===== config.mk =====
export PLATFORM = sky130hd
export DESIGN_NAME = bus_window_master
export DESIGN_NICKNAME = d
export VERILOG_FILES = /design/src/design/bwm_pkg.sv /design/src/design/bus_window_master.sv /design/src/design/bwm_arbiter.sv
export SDC_FILE = /design/constraint.sdc
export NUM_CORES = 1
export LEC_CHECK = 0
export BUFFER_PORTS_ARGS = -buffer_cell sky130_fd_sc_hd__buf_4
export CORE_MARGIN = 4
export CORE_UTILIZATION = 41
export CTS_BUF_LIST = sky130_fd_sc_hd__clkbuf_4
export DETAILED_ROUTE_END_ITERATION = 10
export PLACE_DENSITY_LB_ADDON = 0.2
export SYNTH_ARGS = -nofsm -noshare
export SYNTH_HDL_FRONTEND = slang
export SYNTH_SLANG_ARGS = --single-unit

===== constraint.sdc =====
create_clock -name I_REF_CLK -period 1.7 [get_ports I_REF_CLK]
set_input_delay 0.085 -clock I_REF_CLK [delete_from_list [all_inputs] [get_ports I_REF_CLK]]
set_output_delay 0.085 -clock I_REF_CLK [all_outputs]
set_load 0.01 [all_outputs]

===== src/design/bwm_pkg.sv =====
// Constants shared by the bus window master and its testbench.
// Assumes a single 10 MHz reference clock and synchronous active-high reset.
package bwm_pkg;

  // ---------------------------------------------------------------------------
  // Clock and timing
  // ---------------------------------------------------------------------------
  localparam int CLK_PERIOD_NS  = 100;
  localparam int ARB_SETTLE_NS  = 200;
  localparam int ARB_SETTLE_CYC = (ARB_SETTLE_NS + CLK_PERIOD_NS - 1) / CLK_PERIOD_NS;
  localparam int STROBE_NS      = 200;
  localparam int STROBE_CYC     = (STROBE_NS + CLK_PERIOD_NS - 1) / CLK_PERIOD_NS;

  // ---------------------------------------------------------------------------
  // Local memory map
  // ---------------------------------------------------------------------------
  localparam logic [15:0] IRQ_CONTROLLER_PORT_LOW   = 16'h8000;
  localparam logic [15:0] IRQ_CONTROLLER_PORT_HIGH  = 16'h8001;
  localparam logic [15:0] SET_REQUEST_LATCH         = 16'h8002;
  localparam logic [15:0] BUS_ADDRESS_MIDDLE        = 16'h8004;
  localparam logic [15:0] BUS_ADDRESS_UPPER         = 16'h8005;
  localparam logic [15:0] ACKNOWLEDGE_RESPONSE_BYTE = 16'h8007;
  localparam logic [1:0]  RAM_REGION                = 2'h0;
  localparam logic [1:0]  ROM_REGION                = 2'h1;
  localparam logic [1:0]  PERIPH_REGION             = 2'h2;
  localparam logic [1:0]  WINDOW_REGION             = 2'h3;

  // ---------------------------------------------------------------------------
  // Reset values
  // ---------------------------------------------------------------------------
  localparam logic [7:0] BUS_ADDRESS_RESET = 8'h00;
  localparam logic [7:0] RESPONSE_RESET    = 8'hff;

  // ---------------------------------------------------------------------------
  // Option switch positions (index = position - 1, closed reads 0)
  // ---------------------------------------------------------------------------
  localparam int OPT_ROM_WAIT  = 0;
  localparam int OPT_RESP_EN   = 1;
  localparam int OPT_PRI_MSB   = 2;
  localparam int OPT_PRI_LSB   = 5;
  localparam int OPT_SLAVE_CLR = 6;

  // ---------------------------------------------------------------------------
  // Request route jumper codes
  // ---------------------------------------------------------------------------
  localparam logic [3:0] ROUTE_NMI = 4'h8;
  localparam logic [3:0] ROUTE_INT = 4'h9;

  // ---------------------------------------------------------------------------
  // Bus sequencer states
  // ---------------------------------------------------------------------------
  typedef enum logic [2:0] {
    ST_IDLE = 3'b000,
    ST_REQ  = 3'b001,
    ST_ARB  = 3'b010,
    ST_RUN  = 3'b011,
    ST_DONE = 3'b100
  } bus_state_t;

endpackage


===== src/design/bus_window_master.sv =====
// Local decode and system-bus access sequencer of the interrupt pre-processor.
// Assumes local strobes are levels held until O_READY is seen and then
// dropped; bus inputs are synchronous to I_REF_CLK.
//
// Contract
// - Memory accesses at C000-FFFF go to system bus memory, not local resources.
// - Bus address: bits 0-7 from local address, bits 8-23 from stored registers.
// - Software loads middle then upper address byte before touching the window.
// - Window read runs bus memory read; window write runs bus memory write.
// - Opcode fetches inside the window are also run on the bus.
// - Local address bits 8-15 are ignored inside the window.
// - Local registers are memory mapped; every local I/O cycle goes to bus.
// - Bus I/O address: port number low, middle address register high.
// - Local input runs bus input cycle; local output runs bus output cycle.
// - Device requests, arbitrates and runs each bus cycle, one at a time.
// - Local processor waits until the bus access has finished.
// - System output to call port raises restart 7.5; no data taken.
// - Call port compared with switch; position 1 is bit 7, closed is 0.
// - Serial output mode: bus request follows the serial output line.
// - Latch mode: read of 8002 sets latch; acknowledge cycle clears it.
// - Request source is routed to at most one of ten bus lines; jumper codes 10-15 select none.
// - With response enabled, stored byte is driven during acknowledge cycles.
// - Option 1 closed adds EPROM wait; option 2 closed enables response.
// - Options 3 to 6 give 4-bit arbitration priority, 3 most significant.
// - Option 7 closed lets SLAVE CLR reset the device; open ignores it.
// - At power-on RAM and EPROM ranges swap so first fetches hit EPROM; code maps EPROM into both ranges.
`timescale 1ns/1ps
module bus_window_master (
  // Clock and reset
  input  wire logic        I_REF_CLK,
  input  wire logic        I_RST,
  // Local processor
  input  wire logic [15:0] I_LA,
  input  wire logic [7:0]  I_LD,
  input  wire logic        I_MEM_RD,
  input  wire logic        I_MEM_WR,
  input  wire logic        I_IO_RD,
  input  wire logic        I_IO_WR,
  input  wire logic        I_FETCH,
  input  wire logic        I_SERIAL_OUTPUT_LINE,
  output logic      [7:0]  o_ld_unused_guard,
  output logic      [7:0]  O_LD,
  output logic             O_READY,
  output logic             O_RESTART75,
  // Local chip selects
  output logic             O_RAM_SEL,
  output logic             O_ROM_SEL,
  output logic             O_IRQ_CTRL_SEL,
  // Switches and jumpers
  input  wire logic [7:0]  I_CALL_PORT_SWITCH,
  input  wire logic [7:0]  I_OPTION_SWITCH,
  input  wire logic [3:0]  I_REQUEST_ROUTE_JUMPERS,
  input  wire logic        I_ROUTE_FROM_LATCH,
  // Bus mastership
  output logic             O_HOLD_OE,
  input  wire logic        I_PHLDA,
  input  wire logic [3:0]  I_DMA_ASSERTED,
  output logic      [3:0]  O_DMA_OE,
  input  wire logic        I_RDY,
  // Bus cycle as master
  output logic      [23:0] O_BUS_ADDR,
  output logic      [7:0]  O_BUS_DO,
  input  wire logic [7:0]  I_BUS_DI,
  output logic             O_SMEMR,
  output logic             O_MWRT,
  output logic             O_SINP,
  output logic             O_SOUT,
  output logic             O_SM1,
  output logic             O_PDBIN,
  output logic             O_PWR,
  // Bus cycle as slave
  input  wire logic [7:0]  I_SYS_A,
  input  wire logic        I_SYS_SOUT,
  input  wire logic        I_SYS_PWR,
  input  wire logic        I_SYS_SINTA,
  input  wire logic        I_SYS_PDBIN,
  input  wire logic        I_SLAVE_CLR_N,
  output logic      [7:0]  O_ACK_DATA,
  output logic             O_ACK_DATA_OE,
  // Interrupt request lines (open drain, pulled low while enabled)
  output logic      [7:0]  O_VI_OE,
  output logic             O_NMI_OE,
  output logic             O_INT_OE
);

  // ---------------------------------------------------------------------------
  // Reset and options
  // ---------------------------------------------------------------------------
  logic       rst;
  logic       rom_wait_en;
  logic       resp_en;
  logic [3:0] priority_sw;

  assign rst         = I_RST | (~I_OPTION_SWITCH[bwm_pkg::OPT_SLAVE_CLR]
                                & ~I_SLAVE_CLR_N);
  assign rom_wait_en = ~I_OPTION_SWITCH[bwm_pkg::OPT_ROM_WAIT];
  assign resp_en     = ~I_OPTION_SWITCH[bwm_pkg::OPT_RESP_EN];
  assign priority_sw = {<<{~I_OPTION_SWITCH[bwm_pkg::OPT_PRI_MSB +: 4]}};
  assign o_ld_unused_guard = 8'h00;

  // ---------------------------------------------------------------------------
  // Local decode
  // ---------------------------------------------------------------------------
  logic       swap;
  logic       mem_cyc;
  logic [1:0] region;
  logic       win_cyc;
  logic       io_cyc;
  logic       bus_cyc;

  assign mem_cyc = I_MEM_RD | I_MEM_WR;
  assign io_cyc  = I_IO_RD | I_IO_WR;
  assign region  = I_LA[15:14];
  assign win_cyc = mem_cyc & (region == bwm_pkg::WINDOW_REGION);
  assign bus_cyc = win_cyc | io_cyc;

  // Swapped map sends the low range to EPROM until EPROM's home range is hit
  always_comb begin
    O_RAM_SEL      = 1'b0;
    O_ROM_SEL      = 1'b0;
    O_IRQ_CTRL_SEL = 1'b0;
    if (mem_cyc) begin
      if (region == bwm_pkg::RAM_REGION) begin
        O_RAM_SEL = ~swap;
        O_ROM_SEL = swap;
      end else if (region == bwm_pkg::ROM_REGION) begin
        O_ROM_SEL = 1'b1;
      end else if (region == bwm_pkg::PERIPH_REGION) begin
        O_IRQ_CTRL_SEL = (I_LA == bwm_pkg::IRQ_CONTROLLER_PORT_LOW) |
                         (I_LA == bwm_pkg::IRQ_CONTROLLER_PORT_HIGH);
      end
    end
  end

  // ---------------------------------------------------------------------------
  // Local registers
  // ---------------------------------------------------------------------------
  logic [7:0] addr_mid;
  logic [7:0] addr_up;
  logic [7:0] resp_byte;
  logic       wr_prev;
  logic       rd_prev;
  logic       req_latch;
  logic       ack_prev;
  logic       call_prev;
  logic       rom_waited;
  logic [7:0] next_addr_mid;
  logic [7:0] next_addr_up;
  logic [7:0] next_resp_byte;
  logic       next_swap;
  logic       next_req_latch;
  logic       next_rom_waited;
  logic       wr_edge;
  logic       rd_edge;
  logic       ack_now;
  logic       call_now;

  assign wr_edge  = I_MEM_WR & ~wr_prev;
  assign rd_edge  = I_MEM_RD & ~rd_prev;
  assign ack_now  = I_SYS_SINTA & I_SYS_PDBIN;
  // Switch closed reads 0, so the switch bus is the address bit pattern
  assign call_now = I_SYS_SOUT & I_SYS_PWR & (I_SYS_A == I_CALL_PORT_SWITCH);

  always_comb begin
    next_addr_mid   = addr_mid;
    next_addr_up    = addr_up;
    next_resp_byte  = resp_byte;
    next_swap       = swap;
    next_req_latch  = req_latch;
    next_rom_waited = rom_waited;
    if (wr_edge && I_LA == bwm_pkg::BUS_ADDRESS_MIDDLE) begin
      next_addr_mid = I_LD;
    end
    if (wr_edge && I_LA == bwm_pkg::BUS_ADDRESS_UPPER) begin
      next_addr_up = I_LD;
    end
    if (wr_edge && I_LA == bwm_pkg::ACKNOWLEDGE_RESPONSE_BYTE) begin
      next_resp_byte = I_LD;
    end
    if (mem_cyc && region == bwm_pkg::ROM_REGION) begin
      next_swap = 1'b0;
    end
    // Clear on acknowledge first so a set in the same cycle wins
    if (ack_now && !ack_prev) begin
      next_req_latch = 1'b0;
    end
    if (rd_edge && I_LA == bwm_pkg::SET_REQUEST_LATCH) begin
      next_req_latch = 1'b1;
    end
    next_rom_waited = O_ROM_SEL;
  end

  always_ff @(posedge I_REF_CLK) begin
    if (rst) begin
      addr_mid   <= bwm_pkg::BUS_ADDRESS_RESET;
      addr_up    <= bwm_pkg::BUS_ADDRESS_RESET;
      resp_byte  <= bwm_pkg::RESPONSE_RESET;
      swap       <= 1'b1;
      req_latch  <= 1'b0;
      rom_waited <= 1'b0;
      wr_prev    <= 1'b0;
      rd_prev    <= 1'b0;
      ack_prev   <= 1'b0;
      call_prev  <= 1'b0;
    end else begin
      addr_mid   <= next_addr_mid;
      addr_up    <= next_addr_up;
      resp_byte  <= next_resp_byte;
      swap       <= next_swap;
      req_latch  <= next_req_latch;
      rom_waited <= next_rom_waited;
      wr_prev    <= I_MEM_WR;
      rd_prev    <= I_MEM_RD;
      ack_prev   <= ack_now;
      call_prev  <= call_now;
    end
  end

  // ---------------------------------------------------------------------------
  // Call port and system interrupt request
  // ---------------------------------------------------------------------------
  logic req_src;

  // One pulse per system output cycle; the data lines are never sampled
  assign O_RESTART75 = call_now & ~call_prev;
  assign req_src     = I_ROUTE_FROM_LATCH ? req_latch : I_SERIAL_OUTPUT_LINE;
  assign O_NMI_OE    = req_src & (I_REQUEST_ROUTE_JUMPERS == bwm_pkg::ROUTE_NMI);
  assign O_INT_OE    = req_src & (I_REQUEST_ROUTE_JUMPERS == bwm_pkg::ROUTE_INT);

  genvar v;
  generate
    for (v = 0; v < 8; v++) begin : g_vi
      assign O_VI_OE[v] = req_src & (I_REQUEST_ROUTE_JUMPERS == 4'(v));
    end
  endgenerate

  // Only the single stored byte is offered, on every acknowledge cycle while response is enabled
  assign O_ACK_DATA    = resp_byte;
  assign O_ACK_DATA_OE = resp_en & ack_now;

  // ---------------------------------------------------------------------------
  // Bus sequencer
  // ---------------------------------------------------------------------------
  bwm_pkg::bus_state_t state;
  bwm_pkg::bus_state_t next_state;
  logic [2:0]  cnt;
  logic [2:0]  next_cnt;
  logic [23:0] next_bus_addr;
  logic [7:0]  next_bus_do;
  logic [7:0]  next_ld;
  logic [4:0]  strobes;
  logic [4:0]  next_strobes;
  logic        arb_en;
  logic        arb_win;

  assign arb_en = (state == bwm_pkg::ST_ARB);

  bwm_arbiter u_arbiter (
    .i_enable        (arb_en),
    .i_priority      (priority_sw),
    .i_line_asserted (I_DMA_ASSERTED),
    .o_line_oe       (O_DMA_OE),
    .o_win           (arb_win)
  );

  always_comb begin
    next_state    = state;
    next_cnt      = cnt;
    next_bus_addr = O_BUS_ADDR;
    next_bus_do   = O_BUS_DO;
    next_ld       = O_LD;
    next_strobes  = strobes;
    unique case (state)
      bwm_pkg::ST_IDLE: begin
        if (bus_cyc) begin
          next_state    = bwm_pkg::ST_REQ;
          next_bus_addr = {addr_up, addr_mid, I_LA[7:0]};
          if (io_cyc) begin
            next_bus_addr = {8'h00, addr_mid, I_LA[7:0]};
          end
          next_bus_do   = I_LD;
          // Strobe order: memory read, memory write, input, output, fetch
          next_strobes  = {win_cyc & I_FETCH, I_IO_WR, I_IO_RD,
                           win_cyc & I_MEM_WR, win_cyc & I_MEM_RD};
        end
      end
      bwm_pkg::ST_REQ: begin
        if (I_PHLDA) begin
          next_state = bwm_pkg::ST_ARB;
          next_cnt   = 3'(bwm_pkg::ARB_SETTLE_CYC);
        end
      end
      bwm_pkg::ST_ARB: begin
        if (cnt != 3'h0) begin
          next_cnt = cnt - 3'h1;
        end else if (arb_win) begin
          next_state = bwm_pkg::ST_RUN;
          next_cnt   = 3'(bwm_pkg::STROBE_CYC);
        end
      end
      bwm_pkg::ST_RUN: begin
        if (cnt != 3'h0) begin
          next_cnt = cnt - 3'h1;
        end else if (I_RDY) begin
          next_state = bwm_pkg::ST_DONE;
          next_ld    = I_BUS_DI;
        end
      end
      bwm_pkg::ST_DONE: begin
        // Bus is released for each cycle; wait for the local strobe to drop
        if (!bus_cyc) begin
          next_state   = bwm_pkg::ST_IDLE;
          next_strobes = 5'h00;
        end
      end
      default: begin
        next_state = bwm_pkg::ST_IDLE;
      end
    endcase
  end

  always_ff @(posedge I_REF_CLK) begin
    if (rst) begin
      state      <= bwm_pkg::ST_IDLE;
      cnt        <= 3'h0;
      O_BUS_ADDR <= 24'h000000;
      O_BUS_DO   <= 8'h00;
      O_LD       <= 8'h00;
      strobes    <= 5'h00;
    end else begin
      state      <= next_state;
      cnt        <= next_cnt;
      O_BUS_ADDR <= next_bus_addr;
      O_BUS_DO   <= next_bus_do;
      O_LD       <= next_ld;
      strobes    <= next_strobes;
    end
  end

  // ---------------------------------------------------------------------------
  // Bus strobes and local wait
  // ---------------------------------------------------------------------------
  logic on_bus;

  assign on_bus    = (state == bwm_pkg::ST_RUN);
  assign O_HOLD_OE = (state == bwm_pkg::ST_REQ) | (state == bwm_pkg::ST_ARB) | on_bus;
  assign O_SMEMR   = on_bus & (strobes[0] | strobes[4]);
  assign O_MWRT    = on_bus & strobes[1];
  assign O_SINP    = on_bus & strobes[2];
  assign O_SOUT    = on_bus & strobes[3];
  assign O_SM1     = on_bus & strobes[4];
  assign O_PDBIN   = on_bus & (strobes[0] | strobes[2] | strobes[4]);
  assign O_PWR     = on_bus & (strobes[1] | strobes[3]);

  // Held low from the start of a bus access until its data is latched
  always_comb begin
    O_READY = 1'b1;
    if (bus_cyc && state != bwm_pkg::ST_DONE) begin
      O_READY = 1'b0;
    end
    if (O_ROM_SEL && rom_wait_en && !rom_waited) begin
      O_READY = 1'b0;
    end
  end

endmodule // bus_window_master


===== src/design/bwm_arbiter.sv =====
// Distributed 4-bit priority arbitration contender.
// Assumes the arbitration lines are wired-OR low; i_line_asserted is 1 where
// any master pulls a line low.
`timescale 1ns/1ps
module bwm_arbiter (
  // Control
  input  wire logic       i_enable,
  input  wire logic [3:0] i_priority,
  // Arbitration lines
  input  wire logic [3:0] i_line_asserted,
  output logic      [3:0] o_line_oe,
  // Result
  output logic            o_win
);

  // ---------------------------------------------------------------------------
  // Per-line drive: withdraw lower bits as soon as a higher bit is lost
  // ---------------------------------------------------------------------------
  logic [4:0] still_in;

  assign still_in[4] = i_enable;

  genvar g;
  generate
    for (g = 0; g < 4; g++) begin : g_line
      assign o_line_oe[g]  = still_in[g+1] & i_priority[g];
      assign still_in[g]   = still_in[g+1] & (i_priority[g] | ~i_line_asserted[g]);
    end
  endgenerate

  assign o_win = i_enable & (i_line_asserted == i_priority);

endmodule // bwm_arbiter


==> results.txt <==
Synthesis inferred 82 register bits. The flow ran to the end, but the final reports show violations. The clock latency on the worst-skew pair came out at 0.43 ns.

The share of the cycle needed by the critical path after routing is 102%. The aggregate global-route resource usage is 21.2%. The total clock buffers created by CTS is 9. The relative max-transition margin is 65.8%. The final routed wire length divided by cell count came out at 15.1 µm.

The area of placed instances came out at 0.00497 mm². The area used by sequential logic in the layout is 0.00165 mm². Timing analysis after detailed placement gives a worst setup slack of -0.0248 ns.

The register-to-register path setup slack came out at 0.09 ns. The final-report max-slew violation count came out at 0. By count the netlist is led by dfxtp_1, nand2_1, a21oi_1.

The largest individual stage delay along the critical path comes from the cell or4_4. The routed via count divided by cell count came out at 5.14. The floorplan step set the die height to 103 µm. The count of vias placed by the detailed router came out at 3915. The placed wire-length estimate is 8090 µm. The critical path is of the reg -> out type. The worst hold path begins at I_SLAVE_CLR_N. The final non-filler cell area came out at 0.00563 mm². The worst IR drop on VDD came out at 0.396 mV.

The checks that failed: negative setup slack. The routing usage on met1 is 24.8%. The length of the first detailed-routing pass in iterations is 4. The initial DRC count is 213. The worst hold path passes through 3 cells.

The clock skew is 0.0170 ns. Ranked by total cell area, the synthesized netlist is headed by dfxtp_1, nand2_1, a21oi_1. The biggest area contributor in the post-synthesis netlist is dfxtp_1.

In this run the mean area of a mapped cell was 8.10 µm². The count of antenna diodes in the layout is 0. The layout has 786 filler cells. The met2 track demand over resource came out at 37.7%. The relative area change from synthesis to final layout came out at 53.3%.

The critical path's largest stage delay is 0.48 ns. The worst-case reg-to-reg path depth came out at 7. The startpoint of the worst-slack reg-to-reg timing path is cnt[0].

The met3 track utilization from global routing came out at 5.01%. Cells with a size suffix above 1 make up 34.1% of the layout. CTS placed an instance of clkbuf_4 at the clock tree root. Max-cap violations in this run came to 0. The boundary pin count came out at 164.

Counting every sink on the clock net gives 82. The share of synthesized area in the top cell type comes to 44.7%. The number of flops mapped to enable cells by yosys came out at 0.

The region available for standard cell placement spans 0.00872 mm². The capturing element type of the critical path is an output pin. The post-detailed-route DRC marker count is 0. The leakage power figure came out at 0.00235 µW. The min-delay analysis places its worst path in the category in -> reg. The initial utilization of the core area, before any placement, comes to 42.1%.

The worst setup path is launched from a flop. In the synthesized netlist the async set-or-reset flop fraction comes to 0%. The sequential share of the synthesized area is 44.7%. The number of antenna violations at the first check in global routing came to 0. For the worst setup path, the data required time is 1.62 ns.

Setup violations remaining at the end of the flow were counted as 5. For the worst setup path, the data arrival time is 1.65 ns. The die boundary width came out at 103 µm. The netlist area before placement came out at 0.00367 mm². Timing would allow up to 576 MHz. The layer flagged by global routing as most heavily used is met2. The minimum clock period after layout is 1.74 ns. The count of distinct cell types in the synthesized netlist came out at 50.

During synthesis, Yosys emitted a total of 0 warnings. The terminus of the critical flop-to-flop path is O_LD[2]. The total area of multi-input combinational cells is 0.00195 mm². In the post-route analysis, the smallest setup slack over all paths is -0.0354 ns. After global routing the overflow that remains totals 0. In the final timing run, aggregate negative setup slack is -0.0924 ns.

The cell with the most instances after synthesis is dfxtp_1. The final standard cell count with taps included and fillers excluded is 762. The number of port buffers came out at 154. The cell count after placement came out at 703.

The H-tree was split into 3 levels. The largest net degree at the start of global routing is 35. The routability congestion estimate from global placement came out at 0.795. After clock tree synthesis, the clock-pin slew on the worst setup and hold paths is 0.13 ns. Of all nets on the critical path, the largest fanout is 4. The final hold violation count came out at 0. Total power for the finished layout comes to 3890 µW.

The area enclosed by the die boundary came out at 0.0105 mm². The CTS tree is done. The number of placement rows came out at 34.

The ratio of total power to cell area came out at 691 mW/mm². The critical path goes through buf_6, or4_4, nor3_2, buf_4. The worst hold path terminates at state[2]. The total wire length is 11500 µm. Synthesis produced 453 cells. The final layout contains 734 nets. The number of buffers on the longest clock path is 2. Setup repair after global routing could not meet its margin everywhere.

The via count of the first global-routing pass is 3886. The most used flip-flop cell after synthesis is dfxtp_1. In this run the remaining antenna-violating nets after routing total 0. At the pin with the least slew margin, the transition time is 0.508 ns. The wire length of the first global-routing pass is 17700 µm.
[metrics by stage]
stage	util, %	hold WS (ns)
6_report	64.5	0.0243
5_1_grt	64.5	0.00580
3_3_place_gp	57.0	0.319
3_5_place_dp	57.0	0.328
2_1_floorplan	-	0.207
4_1_cts	64.0	0.0128
[metal layers]
| layer | share of wire [%] | vias up |
|---|---|---|
| met2 | 51 | 132 |
| li1 | - | 1959 |
| met5 | 0 | - |
| met1 | 39 | 1807 |
| met3 | 8.3 | 17 |
| met4 | 1.6 | 0 |
[critical path: cells and delay by family (launching register included)]
| family | cells | cell delay (ns) |
|---|---|---|
| buffers and inverters | 2 | 0.27 |
| DFF | 1 | 0.35 |
| and+or+nand+nor | 2 | 0.61 |
[cell families (layout without fill, tap and decap cells)]
group	after synthesis	after routing	share of synthesized area, %
AO/OA/AOI/OAI	101	101	15.4
flip-flops	82	82	44.7
AND/OR/NAND/NOR	205	205	27.6
adder cells (fa/ha/maj)	5	5	1.71
XOR/XNOR	9	9	2.15
other	1	8	0.102
multiplexers	11	11	3.00
buffers and inverters	39	233	5.32
[what timing repair did]
item	4_1_cts	5_1_grt
setup buffers	8	1
hold buffers	34	0
pin swaps	6	2
endpoints found under the setup margin	16	29
resized for setup	21	10
cloned	0	0
hold endpoints to repair	59	0
[how the worst max path moves through the flow]
stage                        to     start  cells after the start  slack (ns)
floorplan               O_LD[0]    cnt[0]                      7        0.07
global placement        O_LD[3]    cnt[0]                      7        0.05
detailed placement      O_LD[0]    cnt[0]                      7       -0.02
CTS                 O_DMA_OE[0]  state[2]                      4       -0.12
global route            O_READY  state[0]                      7       -0.11
finish              O_DMA_OE[0]  state[0]                      4       -0.04
[final cells by class]
cell class / instances / share of cell area [%]
Tap cell: 108 / 2.40
Timing Repair Buffer: 212 / 30.7
Multi-Input combinational cell: 339 / 34.7
Clock inverter: 6 / 1.18
Inverter: 5 / 0.334
Sequential cell: 82 / 29.4
Clock buffer: 10 / 1.33
[registers in the layout (all words and copies together), names as in the netlist]
register / cells
O_LD: 8
call_prev: 1
rd_prev: 1
req_latch: 1
state: 3
strobes: 5
O_BUS_DO: 8
O_BUS_ADDR: 24
ack_prev: 1
swap: 1
addr_mid: 8
O_ACK_DATA: 8
cnt: 3
addr_up: 8
rom_waited: 1
wr_prev: 1
[cell usage in the layout, fill, tap and decap left out, types with 3 or more instances in the layout]
| master | netlist | layout |
|---|---|---|
| ha_1 | 5 | 5 |
| nand3_1 | 46 | 46 |
| nor2_1 | 31 | 30 |
| nand2_1 | 71 | 71 |
| dlygate4sd3_1 | 0 | 34 |
| and3_1 | 4 | 4 |
| nor3_1 | 9 | 6 |
| inv_1 | 5 | 5 |
| nand4_1 | 5 | 5 |
| nor3_2 | 0 | 3 |
| buf_6 | 0 | 4 |
| dfxtp_1 | 82 | 78 |
| a21oi_1 | 51 | 51 |
| and2_4 | 0 | 3 |
| nor4_2 | 2 | 3 |
| nor4_1 | 5 | 4 |
| buf_12 | 0 | 3 |
| xor2_1 | 8 | 8 |
| conb_1 | 1 | 8 |
| nand3b_1 | 5 | 5 |
| o21ai_1 | 4 | 3 |
| nor3b_1 | 4 | 3 |
| mux2i_1 | 11 | 10 |
| buf_4 | 9 | 171 |
| clkbuf_4 | 0 | 10 |
| and2_1 | 6 | 3 |
| o21ai_0 | 29 | 29 |
[report_power, final]
part	internal [µW]	switching (µW)
registers	1960	25.9
clock network	471	701
logic	362	364
total	2800	1090
Power figures use the tool's default switching activity.
